## src/rtl/asf_cfg.svh

```systemverilog
// Offsets, field positions and timing counts of the serial block
`ifndef ASF_CFG_SVH
`define ASF_CFG_SVH

// ***************
// Register offsets
// ***************
`define ASF_ADDR_STATUS    8'h00
`define ASF_ADDR_DATA      8'h04
`define ASF_ADDR_CTRL1     8'h08
`define ASF_ADDR_CTRL2     8'h0C
`define ASF_ADDR_CTRL3     8'h10
`define ASF_ADDR_BAUD      8'h14
`define ASF_ADDR_ARBCTL    8'h18
`define ASF_ADDR_ARBCNT    8'h1C

// ***************
// Status bits
// ***************
`define ASF_ST_TXE         7
`define ASF_ST_TC          6
`define ASF_ST_RXF         5
`define ASF_ST_IDLE        4
`define ASF_ST_OR          3
`define ASF_ST_NF          2
`define ASF_ST_FE          1
`define ASF_ST_PE          0

// ***************
// Control bits
// ***************
`define ASF_C1_PAR_EN      1
`define ASF_C1_PAR_ODD     0
`define ASF_C2_TXEIE       7
`define ASF_C2_TX_COMPLETE_IRQ_EN        6
`define ASF_C2_RXFIE       5
`define ASF_C2_IDLE_LINE_IRQ_EN        4
`define ASF_C2_TXEN        3
`define ASF_C2_RXEN        2
`define ASF_C2_BRK         0
`define ASF_C3_OVERRUN_IRQ_EN        3
`define ASF_C3_NOISE_IRQ_EN        2
`define ASF_C3_FRAMING_IRQ_EN        1
`define ASF_C3_PARITY_IRQ_EN        0
`define ASF_BD_PRESC_LSB   4
`define ASF_BD_RATE_LSB    0
`define ASF_AC_AM1         7
`define ASF_AC_AM0         6
`define ASF_AC_LOST        5
`define ASF_AC_ACLK        4
`define ASF_AC_DONE        3

// ***************
// Timing counts
// ***************
`define ASF_RT_PER_BIT     5'h10
`define ASF_RT_SAMPLE_A    5'h08
`define ASF_RT_SAMPLE_B    5'h09
`define ASF_RT_SAMPLE_C    5'h0A
`define ASF_IDLE_RT        8'hA0
`define ASF_RT_PRE_DIV     10'h004
`define ASF_ARB_BUS_DIV    2'h3
`define ASF_FRAME_PAR      4'hB
`define ASF_FRAME_NOPAR    4'hA
`define ASF_DATA_PAR       4'h9
`define ASF_DATA_NOPAR     4'h8

`endif

```

## src/rtl/asf_pkg.sv

```systemverilog
// Types shared by the serial block modules
package asf_pkg;

   typedef enum logic [1:0] {
      ASF_RX_IDLE  = 2'b00,
      ASF_RX_START = 2'b01,
      ASF_RX_DATA  = 2'b10,
      ASF_RX_STOP  = 2'b11
   } asf_rx_e;

   typedef enum logic [0:0] {
      ASF_TX_IDLE  = 1'b0,
      ASF_TX_SHIFT = 1'b1
   } asf_tx_e;

   typedef enum logic [1:0] {
      ASF_AM_IDLE    = 2'b00,
      ASF_AM_MEASURE = 2'b01,
      ASF_AM_ARBIT   = 2'b10,
      ASF_AM_RSVD    = 2'b11
   } asf_am_e;

endpackage

```

## src/rtl/asf_baud_if.sv

```systemverilog
// Baud selection and tick signals between the top and the baud generator
`timescale 1ns/1ps
interface asf_baud_if;
   logic [1:0] prescaleSelect;
   logic [2:0] rateDivisorSelect;
   logic       baudSourceSelect;
   logic       prescaleTick;
   logic       oversampleTick;
   modport gen  (input prescaleSelect, input rateDivisorSelect, input baudSourceSelect,
                 output prescaleTick, output oversampleTick);
   modport user (output prescaleSelect, output rateDivisorSelect, output baudSourceSelect,
                 input prescaleTick, input oversampleTick);
endinterface

```

## src/rtl/asf_baud_gen.sv

```systemverilog
// Baud prescaler and rate divisor producing prescaler and oversample ticks
`timescale 1ns/1ps
`include "asf_cfg.svh"
module asf_baud_gen
   import asf_pkg::*;
(
   input  wire logic core_clk,
   input  wire logic rst,
   asf_baud_if.gen   bif
);
   typedef struct packed {
      logic [5:0] preAcc;
      logic [9:0] rtCnt;
      logic       presc;
      logic       rt;
   } asf_bg_s;

   asf_bg_s s_q, s_d;
   logic [5:0] bpd;
   logic [5:0] acc;
   logic [9:0] rtLast;

   // Quarter-step accumulator models the four-times source on one clock;
   // limitation: at most one prescaler tick per bus clock
   always_comb begin
      s_d = s_q;
      case (bif.prescaleSelect)
         2'h0: bpd = 6'h01;
         2'h1: bpd = 6'h03;
         2'h2: bpd = 6'h04;
         default: bpd = 6'h0D;
      endcase
      acc = s_q.preAcc + (bif.baudSourceSelect ? 6'h04 : 6'h01);
      rtLast = 10'((`ASF_RT_PRE_DIV << bif.rateDivisorSelect) - 10'h001);
      s_d.presc = 1'b0;
      s_d.rt = 1'b0;
      if (acc >= bpd) begin
         s_d.presc = 1'b1;
         s_d.preAcc = ((acc - bpd) >= bpd) ? (bpd - 6'h01) : (acc - bpd);
      end else begin
         s_d.preAcc = acc;
      end
      if (s_d.presc) begin
         if (s_q.rtCnt >= rtLast) begin
            s_d.rtCnt = 10'h000;
            s_d.rt = 1'b1;
         end else begin
            s_d.rtCnt = s_q.rtCnt + 10'h001;
         end
      end
   end

   always_ff @(posedge core_clk or posedge rst) begin
      if (rst) begin
         s_q <= '0;
      end else begin
         s_q <= s_d;
      end
   end

   assign bif.prescaleTick   = s_q.presc;
   assign bif.oversampleTick = s_q.rt;
endmodule

```

## src/rtl/asf_arbiter.sv

```systemverilog
// Arbiter counter: bit-time measurement and bus arbitration
`timescale 1ns/1ps
`include "asf_cfg.svh"
module asf_arbiter
   import asf_pkg::*;
#(
   parameter int CNT_W = 9
)
(
   input  wire logic             core_clk,
   input  wire logic             rst,
   input  wire logic             arbTick,
   input  wire logic [1:0]       mode,
   input  wire logic             ctlWrite,
   input  wire logic             lostClear,
   input  wire logic             lineLevel,
   input  wire logic             txLevel,
   output logic [CNT_W-1:0]      count,
   output logic                  overflow,
   output logic                  lost,
   output logic                  done
);
   typedef struct packed {
      logic [CNT_W-1:0] cnt;
      logic             ovf;
      logic             lost;
      logic             done;
      logic             run;
      logic             lineQ;
   } asf_arb_s;

   asf_arb_s s_q, s_d;
   logic fall;
   logic rise;

   always_comb begin
      s_d = s_q;
      fall = s_q.lineQ & ~lineLevel;
      rise = ~s_q.lineQ & lineLevel;
      s_d.lineQ = lineLevel;
      if (ctlWrite) s_d.done = 1'b0;
      if (lostClear) s_d.lost = 1'b0;
      case (asf_am_e'(mode))
         ASF_AM_MEASURE: begin
            if (s_q.run) begin
               if (arbTick) {s_d.ovf, s_d.cnt} = {s_q.ovf, s_q.cnt} + 1'b1;
               if (arbTick && (&s_q.cnt)) s_d.ovf = 1'b1;
               if (rise) begin
                  s_d.run = 1'b0;
                  s_d.done = 1'b1;
               end
            end else if (fall && !s_q.done) begin
               s_d.run = 1'b1;
               s_d.cnt = '0;
               s_d.ovf = 1'b0;
            end
         end
         ASF_AM_ARBIT: begin
            s_d.run = 1'b0;
            if (fall || rise) begin
               s_d.cnt = '0;
            end else if (arbTick) begin
               {s_d.ovf, s_d.cnt} = {s_q.ovf, s_q.cnt} + 1'b1;
               if (&s_q.cnt) s_d.ovf = 1'b1;
            end
            if (arbTick && txLevel && !lineLevel) s_d.lost = 1'b1;
         end
         default: begin
            // Idle and the unused code hold the counter cleared
            s_d.cnt = '0;
            s_d.ovf = 1'b0;
            s_d.run = 1'b0;
         end
      endcase
   end

   always_ff @(posedge core_clk or posedge rst) begin
      if (rst) begin
         s_q <= '0;
         s_q.lineQ <= 1'b1;
      end else begin
         s_q <= s_d;
      end
   end

   assign count    = s_q.cnt;
   assign overflow = s_q.ovf;
   assign lost     = s_q.lost;
   assign done     = s_q.done;
endmodule

```

## src/rtl/asf_serial_top.sv

```systemverilog
// Serial receiver, transmitter, flags, baud selection and arbiter behind APB
//
// Function
// - Stop bit sampled three times at oversample phases 8, 9 and 10.
// - Each bit is sixteen oversample ticks, counted from the start edge.
// - Transmit-empty set when data moves to shifter; interrupt if enabled.
// - Transmit-complete set when all empty, no break; interrupt if enabled.
// - Receive-full set when a character is loaded; interrupt if enabled.
// - Idle flag after ten ones on the receive line; interrupt if enabled.
// - Overrun keeps old character, drops new, sets flag; error interrupt.
// - Noise in any sampled bit sets noise flag; error interrupt if enabled.
// - Zero at stop bit sets framing error; error interrupt if enabled.
// - Bad parity sets parity error flag; error interrupt if enabled.
// - Block keeps running in wait; any enabled request gives a wake request.
// - Baud clock is bus clock over prescaler 1/3/4/13 and 4*2^rate.
// - Arbiter has a 9-bit counter plus one overflow bit.
// - Arbiter mode: 00 idle reset, 01 measurement, 10 arbitration, 11 unused.
// - Arbitration-lost is read-only, cleared by writing zero to mode high bit.
// - Arbiter clock is half the prescaler output, or bus clock over four.
// - Measurement-done is read-only, cleared by any arbiter control write.
// - Prescaler source is bus clock or four-times clock by outside select; prescaler ticks capped at one per bus clock.
//
// Our own choices: the register offsets and register access over APB.
`timescale 1ns/1ps
`include "asf_cfg.svh"
module asf_serial_top
   import asf_pkg::*;
(
   input  wire logic        core_clk,
   input  wire logic        rst,
   input  wire logic        psel,
   input  wire logic        penable,
   input  wire logic        pwrite,
   input  wire logic [7:0]  paddr,
   input  wire logic [31:0] pwdata,
   output logic      [31:0] prdata,
   output logic             pready,
   output logic             pslverr,
   input  wire logic        rxd,
   output logic             txd,
   input  wire logic        baudSourceSelect,
   output logic             txIrq,
   output logic             rxIrq,
   output logic             errIrq,
   output logic             wakeReq
);
   typedef struct packed {
      logic        pready;
      logic        pslverr;
      logic [31:0] prdata;
      logic        txEmpty;
      logic        txComplete;
      logic        rxFull;
      logic        idle;
      logic        overrun;
      logic        noise;
      logic        framing;
      logic        parity;
      logic [7:0]  rxData;
      logic [7:0]  txBuf;
      logic [1:0]  ctl1;
      logic [7:0]  ctl2;
      logic [3:0]  ctl3;
      logic [1:0]  presc;
      logic [2:0]  rate;
      logic [1:0]  arbMode;
      logic        arbClkSel;
      asf_rx_e     rxState;
      logic [4:0]  rxRt;
      logic [3:0]  rxBits;
      logic [8:0]  rxShift;
      logic [2:0]  votes;
      logic        rxNoise;
      logic [7:0]  idleCnt;
      logic        idleArmed;
      asf_tx_e     txState;
      logic [3:0]  txRt;
      logic [3:0]  txBits;
      logic [10:0] txShift;
      logic        txd;
      logic [1:0]  arbDiv;
      logic        arbHalf;
      logic        arbTick;
      logic        txIrq;
      logic        rxIrq;
      logic        errIrq;
      logic        wakeReq;
   } asf_top_s;

   asf_top_s s_q, s_d;
   asf_baud_if bif ();

   logic [8:0] arbCount;
   logic       arbOvf;
   logic       arbLost;
   logic       arbDone;

   // ***************
   // Bus decode
   // ***************
   logic setup;
   logic access;
   logic wrEn;
   logic rdEn;
   logic mapped;
   logic arbCtlWrite;
   logic arbLostClear;

   assign setup  = psel & ~penable;
   assign access = psel & penable & s_q.pready;
   assign wrEn   = access & pwrite;
   assign rdEn   = access & ~pwrite;
   assign mapped = (paddr[1:0] == 2'h0) && (paddr <= `ASF_ADDR_ARBCNT);
   assign arbCtlWrite  = wrEn && (paddr == `ASF_ADDR_ARBCTL);
   assign arbLostClear = arbCtlWrite && !pwdata[`ASF_AC_AM1];

   assign bif.prescaleSelect    = s_q.presc;
   assign bif.rateDivisorSelect = s_q.rate;
   assign bif.baudSourceSelect  = baudSourceSelect;

   asf_baud_gen u_baud (
      .core_clk (core_clk),
      .rst      (rst),
      .bif      (bif.gen)
   );

   asf_arbiter #(.CNT_W(9)) u_arb (
      .core_clk  (core_clk),
      .rst       (rst),
      .arbTick   (s_q.arbTick),
      .mode      (s_q.arbMode),
      .ctlWrite  (arbCtlWrite),
      .lostClear (arbLostClear),
      .lineLevel (rxd),
      .txLevel   (s_q.txd),
      .count     (arbCount),
      .overflow  (arbOvf),
      .lost      (arbLost),
      .done      (arbDone)
   );

   // ***************
   // Next state
   // ***************
   logic       tick;
   logic [4:0] rtNext;
   logic       rxRead;
   logic       dataWrite;
   logic       vote;
   logic [2:0] newVotes;
   logic       major;
   logic [7:0] rxByte;
   logic       rxParBit;
   logic [3:0] dataBits;
   logic       txPar;

   always_comb begin
      s_d = s_q;
      tick      = bif.oversampleTick;
      rxRead    = rdEn && (paddr == `ASF_ADDR_DATA);
      dataWrite = wrEn && (paddr == `ASF_ADDR_DATA);
      dataBits  = s_q.ctl1[`ASF_C1_PAR_EN] ? `ASF_DATA_PAR : `ASF_DATA_NOPAR;
      rtNext    = (s_q.rxRt == `ASF_RT_PER_BIT) ? 5'h01 : (s_q.rxRt + 5'h01);
      vote      = 1'b0;
      newVotes  = s_q.votes;
      major     = 1'b0;
      rxByte    = s_q.ctl1[`ASF_C1_PAR_EN] ? s_q.rxShift[7:0] : s_q.rxShift[8:1];
      rxParBit  = s_q.rxShift[8];
      txPar     = (^s_q.txBuf) ^ s_q.ctl1[`ASF_C1_PAR_ODD];

      // APB answer: registered in setup, shown in first access cycle
      s_d.pready  = setup;
      s_d.pslverr = setup & ~mapped;
      s_d.prdata  = 32'h0000_0000;
      if (setup && !pwrite) begin
         case (paddr)
            `ASF_ADDR_STATUS: s_d.prdata[7:0] = {s_q.txEmpty, s_q.txComplete, s_q.rxFull, s_q.idle,
                                                 s_q.overrun, s_q.noise, s_q.framing, s_q.parity};
            `ASF_ADDR_DATA:   s_d.prdata[7:0] = s_q.rxData;
            `ASF_ADDR_CTRL1:  s_d.prdata[1:0] = s_q.ctl1;
            `ASF_ADDR_CTRL2:  s_d.prdata[7:0] = s_q.ctl2;
            `ASF_ADDR_CTRL3:  s_d.prdata[3:0] = s_q.ctl3;
            `ASF_ADDR_BAUD:   s_d.prdata[7:0] = {2'h0, s_q.presc, 1'b0, s_q.rate};
            `ASF_ADDR_ARBCTL: s_d.prdata[7:0] = {s_q.arbMode, arbLost, s_q.arbClkSel, arbDone, 3'h0};
            `ASF_ADDR_ARBCNT: s_d.prdata[9:0] = {arbOvf, arbCount};
            default:          s_d.prdata = 32'h0000_0000;
         endcase
      end

      // Clears first, so a hardware set later in this process wins
      if (wrEn) begin
         case (paddr)
            `ASF_ADDR_STATUS: begin
               if (pwdata[`ASF_ST_IDLE]) s_d.idle = 1'b0;
               if (pwdata[`ASF_ST_OR])   s_d.overrun = 1'b0;
               if (pwdata[`ASF_ST_NF])   s_d.noise = 1'b0;
               if (pwdata[`ASF_ST_FE])   s_d.framing = 1'b0;
               if (pwdata[`ASF_ST_PE])   s_d.parity = 1'b0;
            end
            `ASF_ADDR_DATA: begin
               s_d.txBuf      = pwdata[7:0];
               s_d.txEmpty    = 1'b0;
               s_d.txComplete = 1'b0;
            end
            `ASF_ADDR_CTRL1:  s_d.ctl1 = pwdata[1:0];
            `ASF_ADDR_CTRL2:  s_d.ctl2 = {pwdata[7:2], 1'b0, pwdata[0]};
            `ASF_ADDR_CTRL3:  s_d.ctl3 = pwdata[3:0];
            `ASF_ADDR_BAUD: begin
               s_d.presc = pwdata[`ASF_BD_PRESC_LSB +: 2];
               s_d.rate  = pwdata[`ASF_BD_RATE_LSB +: 3];
            end
            `ASF_ADDR_ARBCTL: begin
               s_d.arbMode   = {pwdata[`ASF_AC_AM1], pwdata[`ASF_AC_AM0]};
               s_d.arbClkSel = pwdata[`ASF_AC_ACLK];
            end
            default: s_d.arbClkSel = s_q.arbClkSel;
         endcase
      end
      if (rxRead) s_d.rxFull = 1'b0;

      // ***************
      // Receiver
      // ***************
      if (tick && s_q.ctl2[`ASF_C2_RXEN]) begin
         case (s_q.rxState)
            ASF_RX_IDLE: begin
               if (!rxd) begin
                  s_d.rxState = ASF_RX_START;
                  s_d.rxRt    = 5'h01;
                  s_d.rxNoise = 1'b0;
                  s_d.rxBits  = 4'h0;
                  s_d.idleCnt = 8'h00;
               end else if (s_q.idleCnt == `ASF_IDLE_RT) begin
                  if (s_q.idleArmed) s_d.idle = 1'b1;
                  s_d.idleArmed = 1'b0;
               end else begin
                  s_d.idleCnt = s_q.idleCnt + 8'h01;
               end
            end
            default: begin
               s_d.rxRt = rtNext;
               if (rtNext == `ASF_RT_SAMPLE_A) newVotes[0] = rxd;
               if (rtNext == `ASF_RT_SAMPLE_B) newVotes[1] = rxd;
               if (rtNext == `ASF_RT_SAMPLE_C) newVotes[2] = rxd;
               s_d.votes = newVotes;
               major = (newVotes[0] & newVotes[1]) | (newVotes[0] & newVotes[2]) | (newVotes[1] & newVotes[2]);
               vote  = (rtNext == `ASF_RT_SAMPLE_C);
               if (vote && !(&newVotes) && (|newVotes)) s_d.rxNoise = 1'b1;
               if (vote) begin
                  case (s_q.rxState)
                     ASF_RX_START: if (major) s_d.rxState = ASF_RX_IDLE;
                     ASF_RX_DATA: begin
                        s_d.rxShift = {major, s_q.rxShift[8:1]};
                        s_d.rxBits  = s_q.rxBits + 4'h1;
                     end
                     default: begin
                        // Stop bit decided at the third sample to allow resync
                        s_d.rxState   = ASF_RX_IDLE;
                        s_d.idleCnt   = 8'h00;
                        s_d.idleArmed = 1'b1;
                        if (s_d.rxNoise) s_d.noise = 1'b1;
                        if (!major) s_d.framing = 1'b1;
                        if (s_q.ctl1[`ASF_C1_PAR_EN] &&
                            (((^rxByte) ^ rxParBit) != s_q.ctl1[`ASF_C1_PAR_ODD])) begin
                           s_d.parity = 1'b1;
                        end
                        if (s_q.rxFull && !rxRead) begin
                           s_d.overrun = 1'b1;
                        end else begin
                           s_d.rxData = rxByte;
                           s_d.rxFull = 1'b1;
                        end
                     end
                  endcase
               end
               if (rtNext == `ASF_RT_PER_BIT) begin
                  if (s_q.rxState == ASF_RX_START) s_d.rxState = ASF_RX_DATA;
                  if (s_q.rxState == ASF_RX_DATA && s_q.rxBits == dataBits) s_d.rxState = ASF_RX_STOP;
               end
            end
         endcase
      end else if (!s_q.ctl2[`ASF_C2_RXEN]) begin
         s_d.rxState = ASF_RX_IDLE;
      end

      // ***************
      // Transmitter
      // ***************
      case (s_q.txState)
         ASF_TX_IDLE: begin
            s_d.txd = ~s_q.ctl2[`ASF_C2_BRK];
            if (tick && s_q.ctl2[`ASF_C2_TXEN] && !s_q.txEmpty && !dataWrite) begin
               s_d.txShift = s_q.ctl1[`ASF_C1_PAR_EN] ? {1'b1, txPar, s_q.txBuf, 1'b0}
                                                      : {2'h3, s_q.txBuf, 1'b0};
               s_d.txBits  = s_q.ctl1[`ASF_C1_PAR_EN] ? `ASF_FRAME_PAR : `ASF_FRAME_NOPAR;
               s_d.txRt    = 4'h0;
               s_d.txd     = 1'b0;
               s_d.txState = ASF_TX_SHIFT;
               s_d.txEmpty = 1'b1;
            end else if (s_q.txEmpty && !s_q.ctl2[`ASF_C2_BRK] && !dataWrite) begin
               s_d.txComplete = 1'b1;
            end
         end
         default: begin
            if (tick) begin
               s_d.txRt = s_q.txRt + 4'h1;
               if (s_q.txRt == 4'hF) begin
                  s_d.txShift = {1'b1, s_q.txShift[10:1]};
                  s_d.txBits  = s_q.txBits - 4'h1;
                  s_d.txd     = s_q.txShift[1];
                  if (s_q.txBits == 4'h1) begin
                     s_d.txState = ASF_TX_IDLE;
                     s_d.txd     = 1'b1;
                  end
               end
            end
         end
      endcase

      // ***************
      // Arbiter clock
      // ***************
      s_d.arbTick = 1'b0;
      if (s_q.arbClkSel) begin
         if (bif.prescaleTick) begin
            s_d.arbHalf = ~s_q.arbHalf;
            s_d.arbTick = s_q.arbHalf;
         end
      end else begin
         s_d.arbDiv  = s_q.arbDiv + 2'h1;
         s_d.arbTick = (s_q.arbDiv == `ASF_ARB_BUS_DIV);
      end

      // ***************
      // Requests
      // ***************
      s_d.txIrq  = (s_q.txEmpty & s_q.ctl2[`ASF_C2_TXEIE]) |
                   (s_q.txComplete & s_q.ctl2[`ASF_C2_TX_COMPLETE_IRQ_EN]);
      s_d.rxIrq  = (s_q.rxFull & s_q.ctl2[`ASF_C2_RXFIE]) |
                   (s_q.idle & s_q.ctl2[`ASF_C2_IDLE_LINE_IRQ_EN]);
      s_d.errIrq = (s_q.overrun & s_q.ctl3[`ASF_C3_OVERRUN_IRQ_EN]) |
                   (s_q.noise & s_q.ctl3[`ASF_C3_NOISE_IRQ_EN]) |
                   (s_q.framing & s_q.ctl3[`ASF_C3_FRAMING_IRQ_EN]) |
                   (s_q.parity & s_q.ctl3[`ASF_C3_PARITY_IRQ_EN]);
      s_d.wakeReq = s_d.txIrq | s_d.rxIrq | s_d.errIrq;
   end

   always_ff @(posedge core_clk or posedge rst) begin
      if (rst) begin
         s_q            <= '0;
         s_q.txEmpty    <= 1'b1;
         s_q.txComplete <= 1'b1;
         s_q.txd        <= 1'b1;
         s_q.rxState    <= ASF_RX_IDLE;
         s_q.txState    <= ASF_TX_IDLE;
      end else begin
         s_q <= s_d;
      end
   end

   assign prdata  = s_q.prdata;
   assign pready  = s_q.pready;
   assign pslverr = s_q.pslverr;
   assign txd     = s_q.txd;
   assign txIrq   = s_q.txIrq;
   assign rxIrq   = s_q.rxIrq;
   assign errIrq  = s_q.errIrq;
   assign wakeReq = s_q.wakeReq;
endmodule

```

## config.mk

```make
export PLATFORM = sky130hd
export DESIGN_NAME = asf_serial_top
export DESIGN_NICKNAME = d
export VERILOG_FILES = /design/src/rtl/asf_pkg.sv /design/src/rtl/asf_baud_if.sv /design/src/rtl/asf_baud_gen.sv /design/src/rtl/asf_arbiter.sv /design/src/rtl/asf_serial_top.sv
export VERILOG_INCLUDE_DIRS = /design/src /design/src/rtl
export SDC_FILE = /design/constraint.sdc
export NUM_CORES = 1
export LEC_CHECK = 0
export ABC_AREA = 1
export BUFFER_PORTS_ARGS = -buffer_cell sky130_fd_sc_hd__buf_2
export CELL_PAD_IN_SITES_DETAIL_PLACEMENT = 1
export CELL_PAD_IN_SITES_GLOBAL_PLACEMENT = 2
export CORE_ASPECT_RATIO = 1.2
export CORE_MARGIN = 4
export CORE_UTILIZATION = 23
export DETAILED_ROUTE_END_ITERATION = 8
export GPL_TIMING_DRIVEN = 0
export PLACE_DENSITY = 0.61
export RECOVER_POWER = 50
export SYNTH_ARGS = -nofsm -noshare
export SYNTH_HDL_FRONTEND = slang
export SYNTH_HIERARCHICAL = 1
export SYNTH_SLANG_ARGS = --single-unit
```

## constraint.sdc

```tcl
create_clock -name core_clk -period 3.68 [get_ports core_clk]
set_input_delay 0.736 -clock core_clk [delete_from_list [all_inputs] [get_ports core_clk]]
set_output_delay 0.736 -clock core_clk [all_outputs]
set_load 0.05 [all_outputs]
```

# ---- Yosys cells after proc, flatten, opt, wreduce, memory -nomap -nowiden
# Cells that the tools add are included.
dict set report op_classes {
  add_sub_neg 12
  mul 0
  div_mod_pow 0
  magnitude_cmp 4
  eq_ne 39
  shifts 1
  muxes 109
  bitwise_logic 40
  n_reduce_logical 64
}
# op n
set ops {}
lappend ops {{$mux 10} 8}
lappend ops {{$mux 21} 3}
lappend ops {{$mux 1} 58}
lappend ops {{$mux 12} 3}
lappend ops {{$eq 8x5->1 const B} 4}
lappend ops {{$mux 8} 4}
lappend ops {{$pmux 2 s7} 2}
lappend ops {{$mux 9} 3}
lappend ops {{$mux 13} 2}
lappend ops {{$mux 2} 12}
lappend ops {{$pmux 4 s6} 1}
lappend ops {{$reduce_and 2->1} 12}
lappend ops {{$mux 11} 2}
lappend ops {{$logic_and 1x1->1} 21}
lappend ops {{$add 10x1->10 const B} 2}
lappend ops {{$pmux 10 s2} 1}
lappend ops {{$and 1x1->1} 19}
lappend ops {{$eq 8x4->1 const B} 2}
lappend ops {{$mux 16} 1}
lappend ops {{$reduce_and 4->1} 4}
lappend ops {{$reduce_xor 8->1} 2}
lappend ops {{$eq 5x4->1 const B} 3}
lappend ops {{$mux 5} 3}
lappend ops {{$mux 14} 1}
lappend ops {{45 further kinds} 96}
dict set report word_totals {
  regBits 173
  latchBits 0
  ramBits 0
  mem_bits_ro 0
  output_inout_bits 39
  mem_count 0
}

# ---- Depth between registers and ports, before layout
# Gate-level depths: netlist of the first run.
dict set report depth {
  ltp_word 18
  depth_mapped 20
  depth_no_buf 20
}

# ---- Hierarchy
# Netlist of the first run, hierarchy kept.
# mod n_inst cells_each area_per_inst_um2 seq_area_each_um2
set modules_own_cells {}
lappend modules_own_cells {asf_serial_top 1 745 6249.7 2956.6}
lappend modules_own_cells {asf_baud_gen 1 221 1655.3 450.4}
lappend modules_own_cells {asf_arbiter 1 124 932.1 351.6}

# ---- Least setup slack after synthesis of the first run
# OpenSTA, ideal clock, no wires.
dict set report synth_path {
  path_type {input-to-reg}
  startpoint {input port baudSourceSelect}
  endpoint {register u_baud/s_q[12] in the netlist's numbering}
  setup_ns 0.116
  arrival_time_ns 2.905
  required_time_ns 3.564
  setup_slack_ns 0.659
  stages 19
  path_cell_list {inv_1 -> ha_1 -> ha_1 -> nand2_1 -> nand2_1 -> ha_1 -> a31oi_1 -> nand2_2 -> xnor2_1 -> inv_1 -> ha_1 -> nand2_1 -> nand2_1 -> nor2_4 -> nand3_2 -> nand2_1 -> nand2_1 -> nand2_1 -> nand2_1}
}
# element line
set synth_lines {}
lappend synth_lines {{from (decl)} asf_serial_top.sv:41} ;# input wire logic baudSourceSelect,
lappend synth_lines {{to (signal assigned)} asf_baud_gen.sv:55} ;# s_q <= '0;
lappend synth_lines {{to (signal assigned)} asf_baud_gen.sv:57} ;# s_q <= s_d;
lappend synth_lines {{to (decl)} asf_baud_gen.sv:18} ;# asf_bg_s s_q, s_d;

==> flow_summary_export.csv, run 1 <==
group,metric,value,unit
cells_and_area,nNetsFinal,1263,
synth,post-synth-top-area-fraction,0.413,
clock_tree,cts.hold.buffers_added,0,
grt,grt_overflow,0,
clock_tree,cts_post_setup_buffers_inserted,0,
setup_path,crit_required,4.00,ns
power,total_leakage_power,4.98,nW
floorplan,chipHeight,223,um
clock_tree,cts-htree-levels,4,
power,p_sw,1.56,mW
timing,slew_headroom,0.0273,
power,worst_ir_drop_vdd,0.278,mV
timing,hold_slack,0.425,ns
synth,synth-main-ff-cell,"dfrtp_1",
power,sequentialPowerShare,0.396,
timing,worst_slew_pin_slew,1.46,ns
routing,detail_route.iter0.violations,278,
setup_path,critical_path.startpoint_type,"input pin",
timing,skew,0.0118,ns
routing,remaining_drc_errors,0,
grt,grt_start_max_net_pins,39,
setup_path,crit_path_max_incr_delay,0.61,ns
timing,finalSetupViolations,0,
floorplan,initial_core_util,0.233,
power,power.share.clock,0.383,
setup_path,worst_setup_path_end_kind,"flip-flop",
floorplan,placementRows,78,
clock_tree,max-clock-path-buffers,2,
run_status,run_status,"completed",
clock_tree,clkSinkCount,150,
routing,avgViaCountPerCell,4.31,
setup_path,classification_of_the_worst_setup_path,"in2reg",
setup_path,path_cells,"buf_2, inv_1, ha_1, ha_1, inv_1, fa_1, inv_1, ha_1, a21oi_1, o21bai_1, nand2_1, nand2_1, nor2_4, nand3_2, nand2_1, nand2_1, nand2_1, nand2_1",
place,dp_hpwl,20.0,mm
setup_path,worst_path_max_delay_cell,"fa_1",
synth,postSynth.asyncResetShare,1.00,
synth,synthesis.area,0.00884,mm^2
cells_and_area,post_layout_utilization_of_the_core,0.273,
floorplan,pin_count,86,
cells_and_area,nFillCells,4569,
clock_tree,clk_transition_reported_paths,0.06,ns
clock_tree,cts_inserted_buffers,17,
cells_and_area,drive_above_1_share,0.156,
synth,syn-mean-instance-area,8.11,um^2
timing,slew_viol_final,0,
synth,synthesis.yosys.warnings,6,
clock_tree,clk_latency_worst_skew_pair,0.44,ns
floorplan,die-area,0.0416,mm^2
clock_tree,cts.repair.resized,0,
timing,timing.fmax,328,MHz
synth,count_of_flip_flops_with_a_built_in_enable_after_synthesis,0,
job,timing.max_cap.violations,0,
timing,post-route-period-util,0.827,
cells_and_area,fin_area,0.0104,mm^2
clock_tree,cts_tree,"yes",
routing,drt-total-wl,25.4,mm
setup_path,worstPathArrival,3.37,ns
clock_tree,cts_root_buf,"clkbuf_16",
floorplan,die_x,187,um
routing,route.antenna.remaining_nets,0,
power,combinationalPowerShare,0.222,
cells_and_area,synthToLayoutAreaGrowth,17.1,%
grt,grt_pass1_vias,7745,
worst_hold_path,worst_hold_path_type,"in2async",
cells_and_area,antenna_cells_inserted,0,
synth,synthCells,1090,
synth,synth.distinct_cells,57,
setup_path,worst_path_most_repeated_cell,"nand2_1",
routing,drt_pre_antenna_iters,4,
routing,routed_wire_length_per_instance,15.3,um
power,internal_power,3.27,mW
place,dpl-instance-area,0.00978,mm^2
synth,yosys_register_bits,150,
synth,seq_total_area_yosys,0.425,
grt,grt_antenna_before_repair,0,
grt,grt_use_total,0.125,
timing,hold_viol_final,0,
floorplan,fp.coreArea,0.0379,mm^2
synth,synthDominantAreaCellType,"dfrtp_1",
timing,fin_setup_tns,0,ns
place,port_buffers,39,
synth,ys_top_cells_by_area,"dfrtp_1 41%, nand2_1 10%, ha_1 6.1%",
routing,via_count,7173,
setup_path,critical_path_peak_fanout,5,
timing,final_critical_period,3.04,ns
timing,rsz0062_at_grt,"no",
power,sw_frac_of_total,0.323,
power,power_density,466,mW/mm^2
grt,first_pass_grt_wire_length,41.8,mm
place,placer_congestion_estimate,0.803,
-- stage by stage --
stage	std cells	setup WS [ns]	total power [mW]
after detailed placement	1633	0.138	3.04
after global routing	1663	0.278	5.14
after global placement	1630	0.168	3.01
after floorplan	1111	0.659	2.74
final	1663	0.635	4.83
after CTS	1663	0.595	4.93
-- synth_stat cells, types with 4 or more instances --
cell and count:
o31ai_1 4, nand3_1 49, o21ai_1 12, buf_4 44
nand2_1 244, nor3_1 19, a22o_1 5, nor2_1 77
ha_1 43, o22ai_1 6, a221oi_1 5, nand4_1 13
nand3_2 7, a31oi_1 6, a21oi_1 51, nor2_2 9
nor2_4 5, clkbuf_1 5, inv_1 141, inv_2 8
dfstp_2 4, xor2_1 18, dfrtp_1 146, o21ai_0 82
buf_2 7, nand2_2 13, xnor2_1 19
-- worst max-delay path, delay by kind of cell --
family | cells | cell delay, ns
AOI/OAI and AO/OA | 2 | 0.25
adders and majority gates | 4 | 1.42
buffers and inverters | 4 | 0.29
and+or+nand+nor | 8 | 0.68
-- sequential cells by signal, indices dropped and copies added (netlist names) --
register	cells
bif.prescaleSelect	2
bif.rateDivisorSelect	3
errIrq	1
prdata	10
pready	1
pslverr	1
rxIrq	1
rxParBit	1
s_q	95
txIrq	1
txd	1
u_arb/count	9
u_arb/done	1
u_arb/lost	1
u_arb/overflow	1
u_arb/s_q	2
u_baud/bif.oversampleTick	1
u_baud/bif.prescaleTick	1
u_baud/s_q	16
wakeReq	1
-- logic make-up after synthesis --
kind of cell,after synthesis,share of synthesized area
AND/OR/NAND/NOR,449,0.229
buffers and inverters,210,0.112
AO/OA/AOI/OAI,191,0.125
flip-flops,150,0.425
adder cells (fa/ha/maj),44,0.0631
XOR/XNOR,37,0.0367
multiplexers,6,0.00835
other,3,0.00127
-- routing by layer --
layer / part of all wire / global-route usage
met5: 0 / 0
met4: 0.016 / 0.0336
met3: 0.020 / 0.0215
met2: 0.50 / 0.226
met1: 0.46 / 0.155
-- cells in the final DEF (no fill, tap or decap), types with 12 or more instances in the layout --
cell type	synthesis	routed
o21ai_0	82	82
nor2_1	77	78
nor3_1	19	19
conb_1	3	24
xnor2_1	19	19
ha_1	43	43
a21oi_1	51	51
clkbuf_16	0	17
nand2_1	244	245
nand3_1	49	49
nand2_2	13	13
buf_2	7	43
dfrtp_1	146	146
inv_1	141	140
nand4_1	13	13
xor2_1	18	18
o21ai_1	12	12
buf_4	44	44
-- power groups by stage --
| stage | sequential [mW] | clock (mW) | combinational (mW) |
|---|---|---|---|
| 2_1_floorplan | 1.93 | 0 | 0.811 |
| 3_3_place_gp | 1.94 | 0 | 1.07 |
| 3_5_place_dp | 1.94 | 0 | 1.10 |
| 4_1_cts | 1.91 | 1.91 | 1.10 |
| 5_1_grt | 1.93 | 1.97 | 1.23 |
| 6_report | 1.91 | 1.85 | 1.07 |
-- final timing paths --
| check | from | to | slack (ns) | depth (start not counted) |
|---|---|---|---|---|
| max | baudSourceSelect | u_baud/s_q[12] | 0.64 | 18 |
| min | rst | u_arb/count[7] | 0.42 | 2 |
| max reg2reg | u_baud/s_q[12] | u_baud/s_q[12] | 0.69 | 16 |
| min reg2reg | s_q[19] | s_q[19] | 0.47 | 1 |
| max in group asynchronous | rst | txd | 0.82 | 5 |
| min in group core_clk | s_q[19] | s_q[19] | 0.47 | 1 |
-- final cells by class --
| cell class | count | area [um^2] | area share |
|---|---|---|---|
| Multi-Input combinational cell | 751 | 4160 | 0.402 |
| Sequential cell | 150 | 3760 | 0.363 |
| Tap cell | 480 | 601 | 0.0580 |
| Inverter | 151 | 571 | 0.0551 |
| Clock buffer | 19 | 453 | 0.0438 |
| Buffer | 59 | 418 | 0.0404 |
| Timing Repair Buffer | 42 | 244 | 0.0236 |
| Clock inverter | 11 | 148 | 0.0143 |
Note: power is estimated with default switching activity, not from simulation.
==> run 2: changes to the inputs <==
Clock period 3.68 ns to 2.48 ns, I/O delays scaled along.
==> run 2 against run 1 <==
Compared with the run above: the run now ends with negative setup slack left; die area unchanged; via count increased by 3.2%; clock power grew 52%; clock-buffer cell count increased by 2; final area grew 4.1%; worst hold slack lost 0.26 ns; critical endpoint is now u_baud/s_q[15]; largest power group unchanged; highest routed layer unchanged.
==> flow_summary_export.csv, run 2 (synthesis gave the netlist of run 1 again) <==
group,metric,value,unit
power,power_density,718,mW/mm^2
worst_hold_path,worst_hold_path_type,"in2async",
timing,slew_viol_final,0,
place,dp_hpwl,20.3,mm
timing,timing.fmax,367,MHz
floorplan,die-area,0.0416,mm^2
grt,grt_start_max_net_pins,37,
clock_tree,cts.hold.buffers_added,0,
clock_tree,clk_transition_reported_paths,0.07,ns
run_status,run_status,"finished with violations",
setup_path,crit_path_max_incr_delay,0.58,ns
power,worst_ir_drop_vdd,0.461,mV
job,timing.max_cap.violations,0,
cells_and_area,nNetsFinal,1286,
setup_path,path_cells,"ha_4, ha_4, inv_4, fa_2, inv_2, ha_4, a21oi_2, o21bai_1, nand2_1, nand2_2, nor2_4, nand3_4, nand2_2, nand2_1, nand2_1, nand2_1",
clock_tree,cts_inserted_buffers,17,
setup_path,classification_of_the_worst_setup_path,"reg2reg",
timing,hold_slack,0.160,ns
floorplan,die_x,187,um
place,port_buffers,39,
floorplan,initial_core_util,0.233,
floorplan,placementRows,78,
clock_tree,clkSinkCount,150,
timing,hold_viol_final,0,
cells_and_area,stdcell_count,1687,
place,placer_congestion_estimate,0.784,
cells_and_area,synthToLayoutAreaGrowth,21.9,%
setup_path,critical_path.startpoint_type,"flip-flop",
routing,via_count,7399,
cells_and_area,largest-register,"s_q",
cells_and_area,drive_above_1_share,0.210,
timing,rsz0062_at_grt,"yes",
timing,worst_slew_pin_slew,0.970,ns
clock_tree,cts_tree,"yes",
grt,grt_use_total,0.129,
floorplan,fp.coreArea,0.0379,mm^2
cells_and_area,nFillCells,4527,
timing,final_critical_period,2.73,ns
setup_path,crit_required,2.81,ns
routing,routed_wire_length_per_instance,15.6,um
setup_path,worst_path_max_delay_cell,"fa_2",
cells_and_area,layout.cells.most_common,"nand2_1",
grt,grt_antenna_before_repair,0,
cells_and_area,antenna_cells_inserted,0,
timing,post-route-period-util,1.10,
timing,finalSetupViolations,8,
clock_tree,max-clock-path-buffers,2,
cells_and_area,largest_reg_flops,95,
grt,grt_overflow,0,
routing,drt_pre_antenna_iters,4,
routing,remaining_drc_errors,0,
routing,detail_route.iter0.violations,297,
cells_and_area,layout_common_cells,"234 x nand2_1, 143 x dfrtp_1, 132 x inv_1",
clock_tree,clk_latency_worst_skew_pair,0.44,ns
grt,grt_pass1_vias,7874,
clock_tree,cts_root_buf,"clkbuf_16",
clock_tree,cts-htree-levels,4,
routing,drt-total-wl,26.3,mm
routing,route.antenna.remaining_nets,0,
grt,first_pass_grt_wire_length,42.6,mm
run_status,violations,"negative setup slack",
routing,avgViaCountPerCell,4.39,
place,placedCellCount,1633,
timing,slew_headroom,0.350,
setup_path,worstPathArrival,3.06,ns
timing,skew,0.0116,ns
setup_path,worst_setup_path_end_kind,"flip-flop",
setup_path,critical_path_peak_fanout,3,
floorplan,chipHeight,223,um
setup_path,worst_path_most_repeated_cell,"nand2_1",
power,total_leakage_power,5.12,nW
floorplan,pin_count,86,
timing,postLayoutSetupSlackWorst,-0.248,ns
==> run 2: changes by cell type in the layout (fill, tap and decap cells not counted), sizes merged <==
cell          before  now
inv              152  151
clkbuf            27   32
dlymetal6s4s       1    0
buf               92  113
==> run 2: layout make-up <==
type,instances,area [um^2],share of cell area
inverter,151,586,0.0543
sequential,150,3760,0.349
clock buffer,21,480,0.0446
tap,480,601,0.0557
timing repair buffer,65,404,0.0375
clock inverter,10,143,0.0132
multi-input combinational,751,4370,0.406
buffer,59,425,0.0395
==> run 2: repair_timing <==
action                                  4_1_cts  5_1_grt
gates resized for setup                      24       22
endpoints found under the setup margin       16       29
endpoints found under the hold margin         0        0
pin swaps                                    24       28
buffers inserted                             17        4
gates cloned                                  0        2
==> run 2: report_power, final <==
part	internal (mW)	switching [mW]	total, mW
Clock	1.69	1.13	2.82
Combinational	0.864	1.20	2.06
Sequential	2.67	0.188	2.86
==> run 2: final timing paths <==
kind | start | endpoint | slack [ns] | cells after the start
setup reg to reg | u_baud/s_q[12] | u_baud/s_q[15] | -0.25 | 16
hold reg to reg | s_q[19] | s_q[19] | 0.48 | 1
min in group core_clk | penable | pready | 0.29 | 2
setup / recovery | u_baud/s_q[12] | u_baud/s_q[15] | -0.25 | 16
hold / removal | rst | u_arb/count[0] | 0.16 | 2
max in group asynchronous | rst | s_q[55] | 0.36 | 4
==> run 2: metrics by stage <==
| step | setup TNS, ns | utilization | total power [mW] | worst slack (ns) | instance area [um^2] |
|---|---|---|---|---|---|
| after CTS | -1.67 | 0.282 | 7.71 | -0.251 | 10700 |
| after global placement | -75.30 | 0.258 | 4.50 | -0.689 | 9770 |
| after detailed placement | -8.38 | 0.260 | 4.54 | -0.699 | 9830 |
| final | -1.15 | 0.285 | 7.74 | -0.248 | 10800 |
| after floorplan | -0.684 | - | 4.09 | -0.175 | 8970 |
| after global routing | -3.24 | 0.285 | 8.22 | -0.368 | 10800 |
==> run 2: critical path: cells and delay by family (launching register included) <==
family          cells  cell delay, ns
compound gates      2            0.20
buf+inv             2            0.09
fa+ha+maj           4            1.26
simple gates        8            0.68
flops               1            0.40
==> run 2: metal layers <==
metal,share of wire,vias to the layer above,global-route usage
met5,0,-,0
met4,0.016,0,0.0379
met3,0.023,26,0.0231
met2,0.52,80,0.232
met1,0.44,3622,0.156
li1,-,3671,-
==> run 3: changes to the inputs <==
Settings changed: SETUP_SLACK_MARGIN from default to 0.5.
==> run 3 against run 2 <==
Compared with the run above: the flow still finishes with violations (negative setup slack); total power up 0.11%; final area up 7.1%; worst setup slack gained 0.0063 ns; highest routed layer unchanged; clock power is 2% lower; routed wire length up 2.2%; global-route usage rose by 0.17 points; final cell count increased by 2.0%.
==> flow_summary_export.csv, run 3 (synthesis gave the netlist of run 1 again) <==
group,metric,value,unit
routing,routed_wire_length_per_instance,15.6,um
power,worst_ir_drop_vdd,0.389,mV
timing,post-route-period-util,1.10,
routing,route.antenna.remaining_nets,0,
cells_and_area,fin_area,0.0115,mm^2
timing,slew_viol_final,0,
timing,skew,0.0154,ns
routing,via_count,7497,
timing,timing.fmax,367,MHz
floorplan,placementRows,78,
routing,drt_pre_antenna_iters,4,
timing,worst_slew_pin_slew,1.42,ns
timing,finalSetupViolations,8,
power,power.share.clock,0.355,
power,sequentialPowerShare,0.368,
timing,hold_slack,0.149,ns
routing,remaining_drc_errors,0,
clock_tree,clkSinkCount,150,
timing,slew_headroom,0.0513,
grt,grt_use_total,0.130,
setup_path,worst_setup_path_end_kind,"flip-flop",
floorplan,die-area,0.0416,mm^2
cells_and_area,largest_reg_flops,95,
setup_path,critical_path.startpoint_type,"flip-flop",
cells_and_area,layout_common_cells,"205 x nand2_1, 144 x dfrtp_1, 126 x inv_1",
run_status,violations,"negative setup slack",
power,sw_frac_of_total,0.326,
floorplan,chipHeight,223,um
grt,grt_antenna_before_repair,0,
clock_tree,max-clock-path-buffers,2,
timing,rsz0062_at_grt,"yes",
routing,drt-total-wl,26.9,mm
timing,postLayoutSetupSlackWorst,-0.242,ns
setup_path,crit_required,2.81,ns
floorplan,fp.coreArea,0.0379,mm^2
cells_and_area,layout.cells.most_common,"nand2_1",
routing,detail_route.iter0.violations,319,
place,dp_hpwl,20.0,mm
place,placer_congestion_estimate,0.799,
routing,avgViaCountPerCell,4.36,
cells_and_area,largest-register,"s_q",
cells_and_area,drive_above_1_share,0.290,
setup_path,worstPathArrival,3.05,ns
clock_tree,cts_tree,"yes",
floorplan,initial_core_util,0.233,
job,timing.max_cap.violations,0,
power,internal_power,5.22,mW
clock_tree,clk_latency_worst_skew_pair,0.44,ns
floorplan,pin_count,86,
place,port_buffers,39,
power,p_sw,2.52,mW
clock_tree,cts_root_buf,"clkbuf_16",
cells_and_area,synthToLayoutAreaGrowth,30.6,%
clock_tree,cts-htree-levels,4,
grt,grt_overflow,0,
place,dpl-instance-area,0.00983,mm^2
worst_hold_path,worst_hold_path_type,"in2async",
clock_tree,cts_inserted_buffers,17,
cells_and_area,nNetsFinal,1319,
grt,grt_pass1_vias,8119,
setup_path,critical_path_peak_fanout,3,
setup_path,classification_of_the_worst_setup_path,"reg2reg",
power,combinationalPowerShare,0.277,
run_status,run_status,"finished with violations",
floorplan,die_x,187,um
power,total_leakage_power,5.44,nW
grt,grt_start_max_net_pins,37,
power,power_density,671,mW/mm^2
clock_tree,cts.hold.buffers_added,0,
timing,final_critical_period,2.72,ns
grt,first_pass_grt_wire_length,43.5,mm
cells_and_area,antenna_cells_inserted,0,
cells_and_area,nFillCells,4496,
clock_tree,clk_transition_reported_paths,0.07,ns
timing,hold_viol_final,0,
-- run 3: what timing repair did --
action	CTS	global route
endpoints found under the setup margin	63	77
endpoints found under the hold margin	0	0
setup buffers	38	13
gates cloned	1	4
pin swaps	31	41
resized for setup	82	117
-- run 3: layout make-up --
| cell class | instances | area [um^2] | share of cell area |
|---|---|---|---|
| plain buffers | 59 | 457 | 0.0396 |
| clock buffers | 20 | 457 | 0.0396 |
| clock inverters | 12 | 151 | 0.0131 |
| inverters | 151 | 589 | 0.0511 |
| multi-input cells | 751 | 4790 | 0.415 |
| flip-flops and latches | 150 | 3760 | 0.326 |
| well taps | 480 | 601 | 0.0520 |
| repair buffers | 98 | 742 | 0.0643 |
-- run 3: power groups by stage --
stage | Clock (mW) | Sequential (mW) | Combinational, mW
floorplan | 0 | 2.86 | 1.23
global placement | 0 | 2.89 | 1.62
detailed placement | 0 | 2.89 | 1.65
CTS | 2.86 | 2.85 | 2.00
global route | 2.94 | 2.88 | 2.42
finish | 2.75 | 2.85 | 2.14
-- run 3: critical path: stages, from the launching register on --
cell      delay (ns)
dfrtp_1         0.40
ha_4            0.18
ha_4            0.30
inv_2           0.05
fa_2            0.59
inv_2           0.05
ha_4            0.20
a21oi_2         0.11
o21bai_1        0.08
nand2_1         0.07
nand2_2         0.06
nor2_4          0.14
nand3_4         0.10
nand2_2         0.09
nand2_1         0.06
nand2_1         0.07
nand2_1         0.05
-- run 3: final timing paths --
| check | from | endpoint | slack (ns) | cells past startpoint |
|---|---|---|---|---|
| min | rst | u_arb/lost | 0.15 | 2 |
| max in group asynchronous | rst | s_q[107] | 0.30 | 4 |
| max reg2reg | u_baud/s_q[12] | u_baud/s_q[15] | -0.24 | 16 |
| max | u_baud/s_q[12] | u_baud/s_q[15] | -0.24 | 16 |
| min in group core_clk | penable | pready | 0.29 | 2 |
| min reg2reg | s_q[19] | s_q[19] | 0.48 | 1 |
-- run 3: stage by stage --
step	total power [mW]	setup TNS (ns)	instances	setup slack, ns	util
5_1_grt	8.24	-3.80	1721	-0.368	0.305
2_1_floorplan	4.09	-0.682	1111	-0.175	-
3_3_place_gp	4.51	-76.15	1630	-0.692	0.258
4_1_cts	7.71	-1.16	1704	-0.209	0.291
3_5_place_dp	4.54	-8.36	1633	-0.669	0.260
6_report	7.74	-1.10	1721	-0.242	0.305
-- run 3: per-layer routing --
layer / vias up / share of wire / track usage
met2: 61 / 0.52 / 0.237
met1: 3669 / 0.44 / 0.158
li1: 3746 / - / -
met5: - / 0 / 0
met4: 0 / 0.017 / 0.0360
met3: 21 / 0.017 / 0.0237
